## src/common/frame_decoder_consts.vh

```
// Constants for the serial program frame decoder.
// Assumes 16-bit frames, most significant bit first, one frame per chip select.
`ifndef FRAME_DECODER_CONSTS_VH
`define FRAME_DECODER_CONSTS_VH

// Frame layout
`define FRAME_BITS          16
`define CMD_MSB             15
`define CMD_LSB             12
`define SCAN_DEPTH_MSB      9
`define SCAN_DEPTH_LSB      6
`define THR_MSB             9
`define THR_LSB             0
`define CH_LOW_MSB          15
`define CH_LOW_LSB          14
`define HIGH_LOW_SEL_BIT    13
`define EXIT_PROGRAM_BIT    12
`define GROUP_MSB           13
`define GROUP_LSB           12

// Command codes in the command field
`define CMD_CONTINUE        4'h0
`define CMD_SCAN_DEPTH      4'h9
`define CMD_ALARM_PREFIX    2'h3

// Sequencing modes, driven by mode control logic outside this block
`define MODE_MANUAL         2'h0
`define MODE_AUTO_FULL      2'h1
`define MODE_AUTO_LIMITED   2'h2

// Reset values
`define LAST_CH_RESET       4'h7
`define CHANNEL_ZERO        4'h0
`define THR_HIGH_RESET      10'h3ff
`define THR_LOW_RESET       10'h000

`endif

```

## src/rtl/pin_sync.v

```verilog
// Two-flop synchroniser for one pin, with edge pulses on the clean copy.
// Assumes the pin is asynchronous to clk and slower than half of it.
`timescale 1ns/1ns

module pin_sync #(
    parameter RESET_LEVEL = 1'b0
) (
    // Clock and reset
    input  wire clk,
    input  wire rstn,
    // Pin side
    input  wire pin,
    // Synchronised side
    output reg  level_r,
    output wire rise,
    output wire fall
);

    reg meta_r;
    reg prev_r;

    // First flop feeds only the second one
    always @(posedge clk) begin
        if (!rstn) begin
            meta_r  <= RESET_LEVEL;
            level_r <= RESET_LEVEL;
            prev_r  <= RESET_LEVEL;
        end else begin
            meta_r  <= pin;
            level_r <= meta_r;
            prev_r  <= level_r;
        end
    end

    // Edges seen only on the settled copy
    assign rise = level_r & ~prev_r;
    assign fall = ~level_r & prev_r;

endmodule

```

## src/rtl/adc_serial_program_frame_decoder.v

```verilog
// Serial program frame decoder: scan depth, continue and alarm threshold frames.
// Assumes the serial pins are asynchronous and sclk is far slower than clk;
// conversion results and the mode come from logic on clk.
`timescale 1ns/1ns
`include "frame_decoder_consts.vh"

module adc_serial_program_frame_decoder #(
    parameter NUM_CH = 8
) (
    // Clock and reset
    input  wire       clk,
    input  wire       rstn,
    // Serial pins from the host
    input  wire       cs_n,
    input  wire       sclk,
    input  wire       sdi,
    // Serial data back to the host
    output reg        sdo_r,
    output reg        sdo_oe_r,
    // Mode and manual channel from mode control
    input  wire [1:0] mode,
    input  wire [3:0] manual_channel,
    // Conversion results
    input  wire       conv_valid,
    input  wire [3:0] conv_channel,
    input  wire [9:0] conv_result,
    // Sequencer and status
    output reg  [3:0] channel_r,
    output reg  [3:0] limited_scan_last_channel_r,
    output reg        program_lock_r,
    output reg        frame_done_r,
    output reg        continue_seen_r,
    // Alarm flags, one per channel
    output reg  [NUM_CH-1:0] alarm_high_r,
    output reg  [NUM_CH-1:0] alarm_low_r
);

    // One-hot decoder states
    localparam [1:0] ST_NORMAL = 2'b01;
    localparam [1:0] ST_ALARM  = 2'b10;

    wire       cs_s;
    wire       cs_fall;
    wire       sclk_rise;
    wire       sclk_fall;
    wire       sdi_s;

    reg  [15:0] rx_r;
    reg  [4:0]  bit_cnt_r;
    reg         decode_r;
    reg  [15:0] tx_r;
    reg  [9:0]  last_result_r;
    reg  [1:0]  state_r;
    reg  [1:0]  state_nxt;
    reg  [1:0]  group_r;
    reg  [3:0]  channel_nxt;
    reg  [9:0]  thr_high_r [0:NUM_CH-1];
    reg  [9:0]  thr_low_r  [0:NUM_CH-1];

    wire [3:0]  cmd      = rx_r[`CMD_MSB:`CMD_LSB];
    wire [3:0]  tgt_ch   = {group_r, rx_r[`CH_LOW_MSB:`CH_LOW_LSB]};
    wire        tgt_ok   = ({28'h0, tgt_ch} < NUM_CH);
    wire        conv_ok  = ({28'h0, conv_channel} < NUM_CH);
    wire        last_bit = (bit_cnt_r == 5'h0f);

    integer i;

    // Pin synchronisers; only the settled copies are read below
    pin_sync #(.RESET_LEVEL(1'b1)) u_cs (
        .clk     (clk),
        .rstn    (rstn),
        .pin     (cs_n),
        .level_r (cs_s),
        .rise    (),
        .fall    (cs_fall)
    );

    pin_sync #(.RESET_LEVEL(1'b0)) u_sclk (
        .clk     (clk),
        .rstn    (rstn),
        .pin     (sclk),
        .level_r (),
        .rise    (sclk_rise),
        .fall    (sclk_fall)
    );

    pin_sync #(.RESET_LEVEL(1'b0)) u_sdi (
        .clk     (clk),
        .rstn    (rstn),
        .pin     (sdi),
        .level_r (sdi_s),
        .rise    (),
        .fall    ()
    );

    // frame capture, MSB first
    // Bits past the sixteenth are dropped so a long frame decodes once.
    always @(posedge clk) begin
        if (!rstn) begin
            rx_r      <= 16'h0000;
            bit_cnt_r <= 5'h00;
            decode_r  <= 1'b0;
        end else begin
            decode_r <= 1'b0;
            if (cs_fall) begin
                bit_cnt_r <= 5'h00;
            end else if (!cs_s && sclk_rise && bit_cnt_r < `FRAME_BITS) begin
                rx_r      <= {rx_r[14:0], sdi_s};
                bit_cnt_r <= bit_cnt_r + 5'h01;
                decode_r  <= last_bit;
            end
        end
    end

    // Serial out: channel address then latest result, shifted on sclk falls
    // Result is taken at the frame start so it cannot change mid-frame.
    always @(posedge clk) begin
        if (!rstn) begin
            tx_r     <= 16'h0000;
            sdo_r    <= 1'b0;
            sdo_oe_r <= 1'b0;
        end else begin
            sdo_oe_r <= ~cs_s;
            if (cs_fall) begin
                tx_r  <= {channel_r, last_result_r, 2'b00};
                sdo_r <= channel_r[3];
            end else if (!cs_s && sclk_fall) begin
                tx_r  <= {tx_r[14:0], 1'b0};
                sdo_r <= tx_r[14];
            end
        end
    end

    // Next state of the decoder
    always @* begin
        state_nxt = state_r;
        case (state_r)
            ST_NORMAL: begin
                if (decode_r && cmd[3:2] == `CMD_ALARM_PREFIX) begin
                    state_nxt = ST_ALARM;
                end
            end
            ST_ALARM: begin
                if (decode_r && rx_r[`EXIT_PROGRAM_BIT]) begin
                    state_nxt = ST_NORMAL;
                end
            end
            default: begin
                state_nxt = ST_NORMAL;
            end
        endcase
    end

    // State, group and lock flag
    always @(posedge clk) begin
        if (!rstn) begin
            state_r        <= ST_NORMAL;
            group_r        <= 2'h0;
            program_lock_r <= 1'b0;
        end else begin
            state_r <= state_nxt;
            if (state_r == ST_NORMAL && state_nxt == ST_ALARM) begin
                group_r <= cmd[1:0];
            end
            program_lock_r <= (state_nxt == ST_ALARM);
        end
    end

    // Scan depth register
    always @(posedge clk) begin
        if (!rstn) begin
            limited_scan_last_channel_r <= `LAST_CH_RESET;
        end else if (decode_r && state_r == ST_NORMAL && cmd == `CMD_SCAN_DEPTH) begin
            limited_scan_last_channel_r <= rx_r[`SCAN_DEPTH_MSB:`SCAN_DEPTH_LSB];
        end
    end

    // Channel sequencer, steps once per decoded frame
    always @* begin
        channel_nxt = channel_r;
        case (mode)
            `MODE_AUTO_LIMITED: begin
                if (channel_r == limited_scan_last_channel_r) begin
                    channel_nxt = `CHANNEL_ZERO;
                end else begin
                    channel_nxt = channel_r + 4'h1;
                end
            end
            `MODE_AUTO_FULL: begin
                if ({28'h0, channel_r} >= NUM_CH - 1) begin
                    channel_nxt = `CHANNEL_ZERO;
                end else begin
                    channel_nxt = channel_r + 4'h1;
                end
            end
            default: begin
                channel_nxt = manual_channel;
            end
        endcase
    end

    // Channel register and per-frame pulses
    // Sequencing keeps running during programming so conversions go on.
    always @(posedge clk) begin
        if (!rstn) begin
            channel_r       <= `CHANNEL_ZERO;
            frame_done_r    <= 1'b0;
            continue_seen_r <= 1'b0;
        end else begin
            frame_done_r    <= decode_r;
            continue_seen_r <= decode_r && state_r == ST_NORMAL && cmd == `CMD_CONTINUE;
            if (decode_r) begin
                channel_r <= channel_nxt;
            end
        end
    end

    // Threshold storage and writes
    always @(posedge clk) begin
        if (!rstn) begin
            for (i = 0; i < NUM_CH; i = i + 1) begin
                thr_high_r[i] <= `THR_HIGH_RESET;
                thr_low_r[i]  <= `THR_LOW_RESET;
            end
        end else if (decode_r && state_r == ST_ALARM && tgt_ok) begin
            if (rx_r[`HIGH_LOW_SEL_BIT]) begin
                thr_high_r[tgt_ch[2:0]] <= rx_r[`THR_MSB:`THR_LSB];
            end else begin
                thr_low_r[tgt_ch[2:0]]  <= rx_r[`THR_MSB:`THR_LSB];
            end
        end
    end

    // Alarm compare on each result of a channel below NUM_CH; flags follow the latest conversion
    always @(posedge clk) begin
        if (!rstn) begin
            last_result_r <= 10'h000;
            alarm_high_r  <= {NUM_CH{1'b0}};
            alarm_low_r   <= {NUM_CH{1'b0}};
        end else if (conv_valid) begin
            last_result_r <= conv_result;
            if (conv_ok) begin
                alarm_high_r[conv_channel[2:0]] <= conv_result > thr_high_r[conv_channel[2:0]];
                alarm_low_r[conv_channel[2:0]]  <= conv_result < thr_low_r[conv_channel[2:0]];
            end
        end
    end

endmodule

```

## config.mk

```make
export PLATFORM = sky130hd
export DESIGN_NAME = adc_serial_program_frame_decoder
export DESIGN_NICKNAME = d
export VERILOG_FILES = /design/src/rtl/pin_sync.v /design/src/rtl/adc_serial_program_frame_decoder.v
export VERILOG_INCLUDE_DIRS = /design/src /design/src/common
export SDC_FILE = /design/constraint.sdc
export NUM_CORES = 1
export LEC_CHECK = 0
export BUFFER_PORTS_ARGS = -buffer_cell sky130_fd_sc_hd__buf_2
export CAP_MARGIN = 25
export CELL_PAD_IN_SITES_DETAIL_PLACEMENT = 0
export CELL_PAD_IN_SITES_GLOBAL_PLACEMENT = 1
export CORE_UTILIZATION = 34
export DETAILED_ROUTE_END_ITERATION = 8
export PLACE_DENSITY = 0.68
export SYNTH_ARGS = -nofsm -noshare
export SYNTH_HDL_FRONTEND = slang
export SYNTH_SLANG_ARGS = --single-unit
```

## constraint.sdc

```tcl
create_clock -name clk -period 7.6 [get_ports clk]
set_input_delay 1.14 -clock clk [delete_from_list [all_inputs] [get_ports clk]]
set_output_delay 1.14 -clock clk [all_outputs]
set_load 0.02 [all_outputs]
```

==> run metrics, run 1 <==
ys async rst share=0%; first-pass GRT wire length=roughly 42 mm; vias post-DR=approximately 7300; DIE AREA=34200 sq um; die width=185 um; ys flop type=edfxtp_1; # clock sinks=246; Final Hold Viols=0; Post-CTS Setup Repair Bufs=0; hold_buf cts=0; Worst setup EP type=flop; Seq/Total Area, Yosys=57.3%; vias in the first global route=7036; die height=between 150 and 200 um; Finished Layout Cells=1455; Setup CP Type=in -> reg; Rows=between 60 and 70; Worst-path clk slew=0.06 ns; DRT Pass-1 Iters=5; DP Wirelength=18.1 mm; flops & latches, synth=246; final setup violation count=0; worst rel slew slack=36.7%; nets@finish=roughly 1000; Syn Nets=1017; CTS tree=done; I/O Buffers=54; post-route ant nets=0; max-cap violations=0; Peak VDD IR=180 uV; Area Overhead vs Synth=12.5%; Synth Cell Area=11400 sq um; Worst-Skew Late Latency=0.53 ns; Core Util, Final=approximately two fifths; Sum Neg Setup Slack=0 ns; Final WS setup=between 3 and 4 ns; drt wl/cell=19.0 um; worst hold path type=reg -> reg; Overall Power=2.80 mW; CP max-delay cell=clkinv_1; Cells after Synth=around 970; RD Place Congestion=0.813; vias per cell=between 5 and 6; Worst EP arrival=4.49 ns; Post-Route WL=27.7 mm; Overall Global Routing Usage=16.4%; Clock Tree Root=clkbuf_16; Final period util=54.0%; Netlist cell types=55; Setup crit start kind=input pin; crit path buf inv count=3; pre-CTS setup slack=2.95 ns; pwr dens=219 nW/um^2; antenna cells=0; max incr delay on CP=about 0.66 ns; fillcell total=3180; I/O Pins=55; Crit path max-delay family=compound AO/OA/AOI/OAI gates; deepest clock path buffer count=3; Required @ worst endpoint=about 8 ns; largest net degree at the start of global routing=roughly 70; post-CTS resize count=0; outcome=finished clean; Leak Pwr=~4.5 nW; layout cells sized above 1=between 10% and 20%; synth warn=0; gr ovfl total=0; Syn Area/Cell=approximately 12 sq um; EDFF count, synth=160; Final Max Tran Viols=0; Critical Path Fanout Max=35; slew at the pin closest to its max-slew limit=around 0.95 ns; Initial Util=34.8%; Inst Count DP=1410; critical path, cell by cell=buf_2 -> buf_4 -> clkinv_1 -> nor2_1 -> a22oi_1 -> a21oi_1 -> a311oi_1 -> ha_1 -> a21o_1 -> a21oi_1 -> o211ai_1 -> o211ai_1 -> o21ai_0; CTS Buf Count=25; setup repair after global routing missed its margin=no; Setup Skew=0.0123 ns; Starting DRT DRC Count=approximately 560; core area=between 30000 and 40000 sq um; drc violations=0; htree depth=1; f_max=0.244 GHz; initial antenna violation count=0; min cycle time layout=4.10 ns
-- cell families after synthesis --
logic type / synth area share (%)
adder cells (fa/ha/maj): 2.86
AND/OR/NAND/NOR: 18.2
XOR/XNOR: 0.462
flip-flops: 57.3
multiplexers: 8.86
AO/OA/AOI/OAI: 9.11
buffers and inverters: 3.19
-- layer usage --
layer  wire length (um)  up-vias  track usage (%)
met3               1500       32             2.08
met4                449        0             3.90
met1              12900     3586             23.1
met2              12900      189             26.8
met5                  0        -                0
li1                   -     3536                -
-- placed cells by master, fill, tap and decap left out, types with 14 or more instances in the layout --
cell,synthesis,final
edfxtp_1,160,160
and2_1,89,89
dfxtp_1,86,86
nand2_1,77,77
buf_2,17,54
or2_2,50,50
mux2i_1,49,49
nor2_1,38,38
o21ai_0,35,35
a21oi_1,33,33
nand3_1,33,33
or3_1,31,31
ha_1,26,26
clkbuf_16,0,25
nor2b_1,23,23
buf_4,3,18
mux4_2,16,16
mux2_2,14,14
inv_1,14,14
-- synthesized netlist by cell type, types with 17 or more instances --
cell	instances	share of area [%]
mux2i_1	49	4.3
nand3_1	33	1.5
clkbuf_1	44	1.5
edfxtp_1	160	42
nor2b_1	23	1.3
ha_1	26	2.9
buf_2	17	0.75
or3_1	31	1.7
nor2_1	38	1.3
o21ai_0	35	1.5
or2_2	50	2.7
and2_1	89	4.9
a21oi_1	33	1.5
nand2_1	77	2.5
dfxtp_1	86	15
-- flip-flops by register name (all words and copies together), names as in the netlist, 2 cells and up --
signal and flops:
channel_r 4, alarm_low_r 8, thr_high_r 80, last_result_r 10, rx_r 16, group_r 2, limited_scan_last_channel_r 4, bit_cnt_r 5
alarm_high_r 8, thr_low_r 80, state_r 2, tx_r 13
-- area by class of cell --
cell class	count	area, sq um	area share (%)
multi-input cells	635	4490	35.1
inverters	15	56.3	0.440
clock inverters	15	124	0.967
repair buffers	72	405	3.17
flip-flops and latches	246	6530	51.0
clock buffers	30	644	5.03
well taps	442	553	4.32
-- power breakdown --
part	switching (mW)	leakage [nW]	internal, mW
logic	0.110	2.02	0.0643
registers	0.0103	2.08	1.44
clock network	0.506	0.375	0.670
-- through the flow --
stage               instance area [sq um]  hold WS, ns
global route                        12800        0.437
finish                              12800        0.416
CTS                                 12800        0.421
detailed placement                  12000        0.407
floorplan                           11400        0.386
global placement                    12000        0.398
-- path summary, 6_finish.rpt --
check                         startpoint                             to  slack [ns]  cells after the start
setup reg to reg     decode_r$_SDFF_PP0_  thr_low_r[0][6]$_SDFFCE_PN0P_        4.48                      4
hold / removal    u_cs.meta_r$_SDFF_PN1_        u_cs.level_r$_SDFF_PN1_        0.42                      1
setup / recovery         conv_channel[1]   alarm_high_r[4]$_SDFFE_PN0P_        3.50                     13
hold reg to reg   u_cs.meta_r$_SDFF_PN1_        u_cs.level_r$_SDFF_PN1_        0.42                      1
No activity file was read; power rests on OpenSTA's default activity.
==> run 2, diff against run 1 <==
==> constraint.sdc (replaced) <==
create_clock -name clk -period 4.15 [get_ports clk]
set_input_delay 0.6225 -clock clk [delete_from_list [all_inputs] [get_ports clk]]
set_output_delay 0.6225 -clock clk [all_outputs]
set_load 0.02 [all_outputs]
==> run metrics, run 2 (same netlist as run 1, synthesis figures left out) <==
die height=185 um (unchanged); Min-Delay Path Depth=2 (was 1); pre-CTS setup slack=0.377 ns (was 2.95 ns); Setup crit start kind=input pin (unchanged); DP Wirelength=18.7 mm (was 18.1 mm); cell depth of the worst flop-to-flop path=10 (was 4); I/O Buffers=54 (unchanged); Worst Hold End=u_cs.meta_r$_SDFF_PN1_ (was u_cs.level_r$_SDFF_PN1_); fillcell total=3127 (was 3180); initial antenna violation count=0 (unchanged); drt wl/cell=18.8 um (was 19.0 um); first-pass GRT wire length=42.7 mm (was 42.4 mm); M2 GR Usage=26.2% (was 26.8%); Setup CP Type=in -> reg (unchanged); Post-Route WL=27.7 mm (about the same); Peak VDD IR=239 uV (was 180 uV); layout cells sized above 1=21.3% (was 19.2%); Final WS setup=0.942 ns (was 3.50 ns); vias post-DR=7376 (was 7343); Final Hold Viols=0 (unchanged); M1 GR Usage=23.5% (was 23.1%); max-cap violations=0 (unchanged); vias per cell=5.02 (was 5.05); worst rel slew slack=38.5% (was 36.7%); Critical Path Fanout Max=25 (was 35); # clock sinks=246 (unchanged); global routing's busiest layer=met2 (unchanged); final setup violation count=0 (unchanged); Clock Tree Root=clkbuf_16 (unchanged); deepest clock path buffer count=3 (unchanged); R2R Setup Slk=1.35 ns (was 4.48 ns); largest net degree at the start of global routing=63 (was 72); gr ovfl total=0 (unchanged); htree depth=1 (unchanged); core area=32700 sq um (unchanged); outcome=finished clean (unchanged); Sum Neg Setup Slack=0 ns (unchanged); vias in the first global route=7040 (was 7036); setup repair after global routing missed its margin=no (unchanged); CTS tree=done (unchanged); r2r startpoint=thr_high_r[2][4]$_SDFFCE_PN1P_ (was decode_r$_SDFF_PP0_); most common cell after layout, fill and taps aside=edfxtp_1 (unchanged); Final Cell Area=13000 sq um (was 12800 sq um); worst hold path type=in -> reg (was reg -> reg); GR Util met3=2.46% (was 2.08%); I/O Pins=55 (unchanged); DIE AREA=34200 sq um (unchanged); Required @ worst endpoint=4.54 ns (was 7.98 ns); drc violations=0 (unchanged); DRT Pass-1 Iters=5 (unchanged); nets@finish=1060 (was 1047); Top Registers=thr_high_r x80, thr_low_r x80, rx_r x16 (unchanged); Initial Util=34.8% (unchanged); slew at the pin closest to its max-slew limit=0.921 ns (was 0.948 ns); pwr dens=408 nW/um^2 (was 219 nW/um^2); Rows=66 (unchanged); Post-DP Area=12100 sq um (was 12000 sq um); critical path, cell by cell=buf_2 -> buf_4 -> nor2_1 -> a221oi_1 -> a21oi_1 -> a311oi_1 -> ha_1 -> a21o_1 -> a21oi_1 -> o211ai_1 -> o211ai_1 -> o21ai_0 (was buf_2 -> buf_4 -> clkinv_1 -> nor2_1 -> a22oi_1 -> a21oi_1 -> a311oi_1 -> ha_1 -> a21o_1 -> a21oi_1 -> o211ai_1 -> o211ai_1 -> o21ai_0); Hold Path Origin=cs_n (was u_cs.meta_r$_SDFF_PN1_); crit path buf inv count=2 (was 3); Worst-path clk slew=0.06 ns (about the same); Worst-Skew Late Latency=0.52 ns (was 0.53 ns); Setup Skew=0.00917 ns (was 0.0123 ns); Worst setup EP type=flop (unchanged); max incr delay on CP=0.50 ns (was 0.66 ns); FF-to-FF End=alarm_high_r[1]$_SDFFE_PN0P_ (was thr_low_r[0][6]$_SDFFCE_PN0P_); Final period util=77.3%; Post-CTS Setup Repair Bufs=0 (unchanged); Starting DRT DRC Count=525 (was 556); hold_buf cts=0 (unchanged); Overall Power=5.30 mW (was 2.80 mW); CP max-delay cell=o211ai_1 (was clkinv_1); Crit path max-delay family=compound AO/OA/AOI/OAI gates (unchanged); Final Max Tran Viols=0 (unchanged); Worst EP arrival=3.59 ns (was 4.49 ns); antenna cells=0 (unchanged); Area Overhead vs Synth=14.1% (was 12.5%); Overall Global Routing Usage=16.5% (was 16.4%); die width=185 um (unchanged); RD Place Congestion=0.809 (was 0.813); commonest cells after routing, fill and taps aside=160 x edfxtp_1, 89 x and2_1, 86 x dfxtp_1, 77 x nand2_1, 54 x buf_2 (unchanged); post-CTS resize count=0 (unchanged); Leak Pwr=4.60 nW (was 4.47 nW); f_max=between 0.3 and 0.4 GHz; min cycle time layout=about 3.2 ns; CTS Buf Count=26 (was 25); post-route ant nets=0 (unchanged)
run 2: changes by cell type in the layout (fill, tap and decap cells not counted), sizes merged:
cell	change
buf	+12
clkbuf	+12
clkinv	-6
bufinv	-2
clkinvlp	-1
run 2: how the worst max path moves through the flow:
| stage | from | to | depth (start not counted) |
|---|---|---|---|
| 6_report | conv_channel[0] | alarm_high_r[1]$_SDFFE_PN0P_ | 12 |
| 5_1_grt | conv_channel[0] | alarm_high_r[5]$_SDFFE_PN0P_ | 12 |
| 4_1_cts | conv_channel[0] | alarm_high_r[6]$_SDFFE_PN0P_ | 12 |
| 3_5_place_dp | conv_channel[0] | alarm_high_r[6]$_SDFFE_PN0P_ | 12 |
| 3_3_place_gp | conv_channel[0] | alarm_high_r[0]$_SDFFE_PN0P_ | 12 |
| 2_1_floorplan | conv_channel[0] | alarm_high_r[0]$_SDFFE_PN0P_ | 12 |
run 2: stage by stage:
| step | utilization [%] | hold WS, ns | std cells |
|---|---|---|---|
| finish | 39.7 | 0.274 | 1470 |
| floorplan | - | 0.386 | 965 |
| global placement | 37.1 | 0.395 | 1422 |
| detailed placement | 37.1 | 0.397 | 1422 |
| CTS | 39.7 | 0.256 | 1470 |
| global route | 39.7 | 0.253 | 1470 |
run 2: area by class of cell:
class | count | area, sq um | share of cell area, %
repair buffers | 84 | 495 | 3.81
inverters | 15 | 56.3 | 0.433
well taps | 442 | 553 | 4.26
clock inverters | 6 | 30.0 | 0.231
multi-input cells | 635 | 4490 | 34.6
clock buffers | 42 | 838 | 6.45
flip-flops and latches | 246 | 6530 | 50.2
run 2: worst register-to-register path: cells and delay by family (launching register included):
family / cells / cell delay [ns]
adders and majority gates: 1 / 0.30
DFF: 1 / 0.41
muxes: 1 / 0.29
AOI/OAI and AO/OA: 8 / 1.67
run 2: per-layer routing:
layer  vias up  wire [um]  part of all wire, %
met4         0        500                  1.8
met2       181      12700                   46
met1      3592      13200                   48
li1       3570          -                    -
met3        33       1350                  4.9
met5         -          0                    0
run 2: power by group:
group | switching [mW] | leakage, nW | internal [mW] | total [mW]
clock | 0.942 | 0.445 | 1.38 | 2.32
sequential | 0.0195 | 2.08 | 2.64 | 2.66
combinational | 0.197 | 2.08 | 0.124 | 0.321
total | 1.16 | 4.60 | 4.15 | 5.30
==> run 3, diff against run 2 <==
--- a/config.mk
+++ b/config.mk
@@ -12,7 +12,7 @@
 export CELL_PAD_IN_SITES_GLOBAL_PLACEMENT = 1
 export CORE_UTILIZATION = 34
 export DETAILED_ROUTE_END_ITERATION = 8
-export PLACE_DENSITY = 0.68
+export PLACE_DENSITY = 0.7
 export SYNTH_ARGS = -nofsm -noshare
 export SYNTH_HDL_FRONTEND = slang
 export SYNTH_SLANG_ARGS = --single-unit
==> constraint.sdc (replaced) <==
create_clock -name clk -period 2.7 [get_ports clk]
set_input_delay 0.405 -clock clk [delete_from_list [all_inputs] [get_ports clk]]
set_output_delay 0.405 -clock clk [all_outputs]
set_load 0.02 [all_outputs]
==> run metrics, run 3 (same netlist as run 1, synthesis figures left out) <==
worst hold slack=0.0674 ns (was 0.274 ns); Inst Count DP=1470 (was 1422); DP Wirelength=19.2 mm (was 18.7 mm); r2r startpoint=thr_high_r[2][4]$_SDFFCE_PN1P_ (unchanged); Worst setup EP type=flop (unchanged); Post-Route WL=28.2 mm (was 27.7 mm); Initial Util=34.8% (unchanged); slew at the pin closest to its max-slew limit=0.944 ns (was 0.921 ns); I/O Pins=55 (unchanged); min cycle time layout=2.54 ns; Critical Path Fanout Max=8 (was 25); pre-CTS setup slack=-0.391 ns (was 0.377 ns); Leak Pwr=4.82 nW (was 4.60 nW); Switch Pwr=1.80 mW (was 1.16 mW); crit path buf inv count=1 (was 2); die width=185 um (unchanged); outcome=finished clean (unchanged); sw frac=21.8% (about the same); Area Overhead vs Synth=17.7% (was 14.1%); CP max-delay cell=edfxtp_1 (was o211ai_1); worst rel slew slack=37.0% (was 38.5%); nets@finish=1108 (was 1060); initial antenna violation count=0 (unchanged); Setup Skew=0.0178 ns (was 0.00917 ns); Internal Power=6.47 mW (was 4.15 mW); drc violations=0 (unchanged); RD Place Congestion=0.846 (was 0.809); critical path, cell by cell=mux2_2 -> a221oi_2 -> a21oi_1 -> a311oi_2 -> ha_1 -> a21o_1 -> a21oi_1 -> o211ai_1 -> o211ai_1 -> buf_4 -> o21ai_0 (was buf_2 -> buf_4 -> nor2_1 -> a221oi_1 -> a21oi_1 -> a311oi_1 -> ha_1 -> a21o_1 -> a21oi_1 -> o211ai_1 -> o211ai_1 -> o21ai_0); Worst-Skew Late Latency=0.53 ns (was 0.52 ns); pwr dens=617 nW/um^2 (was 408 nW/um^2); Final period util=93.9%; Post-CTS Setup Repair Bufs=0 (unchanged); first-pass GRT wire length=42.7 mm (unchanged); Rows=66 (unchanged); Final WS setup=0.164 ns (was 0.942 ns); cell depth of the worst flop-to-flop path=11 (was 10); vias post-DR=7443 (was 7376); largest net degree at the start of global routing=105 (was 63); max incr delay on CP=0.38 ns (was 0.50 ns); Starting DRT DRC Count=404 (was 525); Final Max Tran Viols=0 (unchanged); sequential power share=49.5% (was 50.2%); worst hold path type=in -> reg (unchanged); Clock Tree Root=clkbuf_16 (unchanged); layout cells sized above 1=24.3% (was 21.3%); vias per cell=4.90 (was 5.02); commonest cells after routing, fill and taps aside=160 x edfxtp_1, 89 x and2_1, 86 x dfxtp_1, 77 x nand2_1, 76 x buf_4 (was 160 x edfxtp_1, 89 x and2_1, 86 x dfxtp_1, 77 x nand2_1, 54 x buf_2); Top Registers=thr_high_r x80, thr_low_r x80, rx_r x16 (unchanged); core area=32700 sq um (unchanged); Setup crit start kind=flop (was input pin); I/O Buffers=54 (unchanged); deepest clock path buffer count=3 (unchanged); Overall Global Routing Usage=16.5% (about the same); CTS Buf Count=26 (unchanged); Crit path max-delay family=compound AO/OA/AOI/OAI gates (unchanged); R2R Setup Slk=0.16 ns (was 1.35 ns); CP Launch Point=thr_high_r[2][4]$_SDFFCE_PN1P_ (was conv_channel[0]); combinational share of power=6.7% (was 6.0%); Sum Neg Setup Slack=0 ns (unchanged); Worst EP arrival=2.95 ns (was 3.59 ns); Final Hold Viols=0 (unchanged); Setup CP Type=reg -> reg (was in -> reg); final setup violation count=0 (unchanged); FF-to-FF End=alarm_high_r[4]$_SDFFE_PN0P_ (was alarm_high_r[1]$_SDFFE_PN0P_); Min-Delay Path Depth=2 (unchanged); post-route ant nets=0 (unchanged); most common cell after layout, fill and taps aside=edfxtp_1 (unchanged); max-cap violations=0 (unchanged); die height=185 um (unchanged); Hold Path Origin=cs_n (unchanged); htree depth=1 (unchanged); vias in the first global route=7281 (was 7040); Finished Layout Cells=1518 (was 1470); Required @ worst endpoint=3.11 ns (was 4.54 ns); Overall Power=8.27 mW (was 5.30 mW); antenna cells=0 (unchanged); f_max=0.394 GHz; DRT Pass-1 Iters=5 (unchanged); DIE AREA=34200 sq um (unchanged); drt wl/cell=18.5 um (was 18.8 um); CTS tree=done (unchanged); Worst Hold End=u_cs.meta_r$_SDFF_PN1_ (unchanged); Peak VDD IR=482 uV (was 239 uV); # clock sinks=246 (unchanged); gr ovfl total=0 (unchanged); Clock power frac=43.8% (was 43.7%); Worst-path clk slew=0.06 ns (about the same)
[run 3: layout make-up]
type,instances,area [sq um]
clock inverter,13,141
sequential,246,6530
timing repair buffer,132,883
inverter,15,56.3
clock buffer,35,727
tap,442,553
fill,3146,19300
multi-input combinational,635,4510
[run 3: worst max-delay path by stage]
stage,to,depth (start not counted)
3_3_place_gp,alarm_high_r[0]$_SDFFE_PN0P_,12
3_5_place_dp,alarm_low_r[7]$_SDFFE_PN0P_,10
4_1_cts,alarm_high_r[4]$_SDFFE_PN0P_,11
2_1_floorplan,alarm_high_r[0]$_SDFFE_PN0P_,12
6_report,alarm_high_r[4]$_SDFFE_PN0P_,11
5_1_grt,alarm_high_r[6]$_SDFFE_PN0P_,11
[run 3: per-layer routing]
metal | wire length [um] | vias to the layer above | track usage [%]
met4 | 648 | 0 | 4.96
met3 | 1240 | 42 | 2.20
met5 | 0 | - | 0
met2 | 13400 | 170 | 27.5
met1 | 12900 | 3570 | 22.1
li1 | - | 3661 | -
[run 3: worst register-to-register path: cells and delay by family, from the launching register on]
family / cells / cell delay, ns
compound gates: 8 / 1.29
fa+ha+maj: 1 / 0.29
buf+inv: 1 / 0.18
flops: 1 / 0.38
mux: 1 / 0.29
[run 3: what timing repair did]
item / 4_1_cts / 5_1_grt
hold buffers: 0 / 0
gates resized for setup: 0 / 4
endpoints found under the setup margin: 0 / 12
[run 3: through the flow]
| step | util, % | area [sq um] |
|---|---|---|
| final | 41.0 | 13400 |
| after global routing | 41.0 | 13400 |
| after global placement | 38.3 | 12500 |
| after floorplan | - | 11400 |
| after CTS | 40.9 | 13400 |
| after detailed placement | 38.3 | 12500 |
[run 3: power groups by stage]
| stage | sequential, mW | combinational (mW) | clock, mW |
|---|---|---|---|
| floorplan | 4.17 | 0.335 | 0 |
| global placement | 4.17 | 0.542 | 0 |
| detailed placement | 4.18 | 0.551 | 0 |
| CTS | 4.09 | 0.553 | 3.67 |
| global route | 4.10 | 0.608 | 3.82 |
| finish | 4.09 | 0.552 | 3.63 |
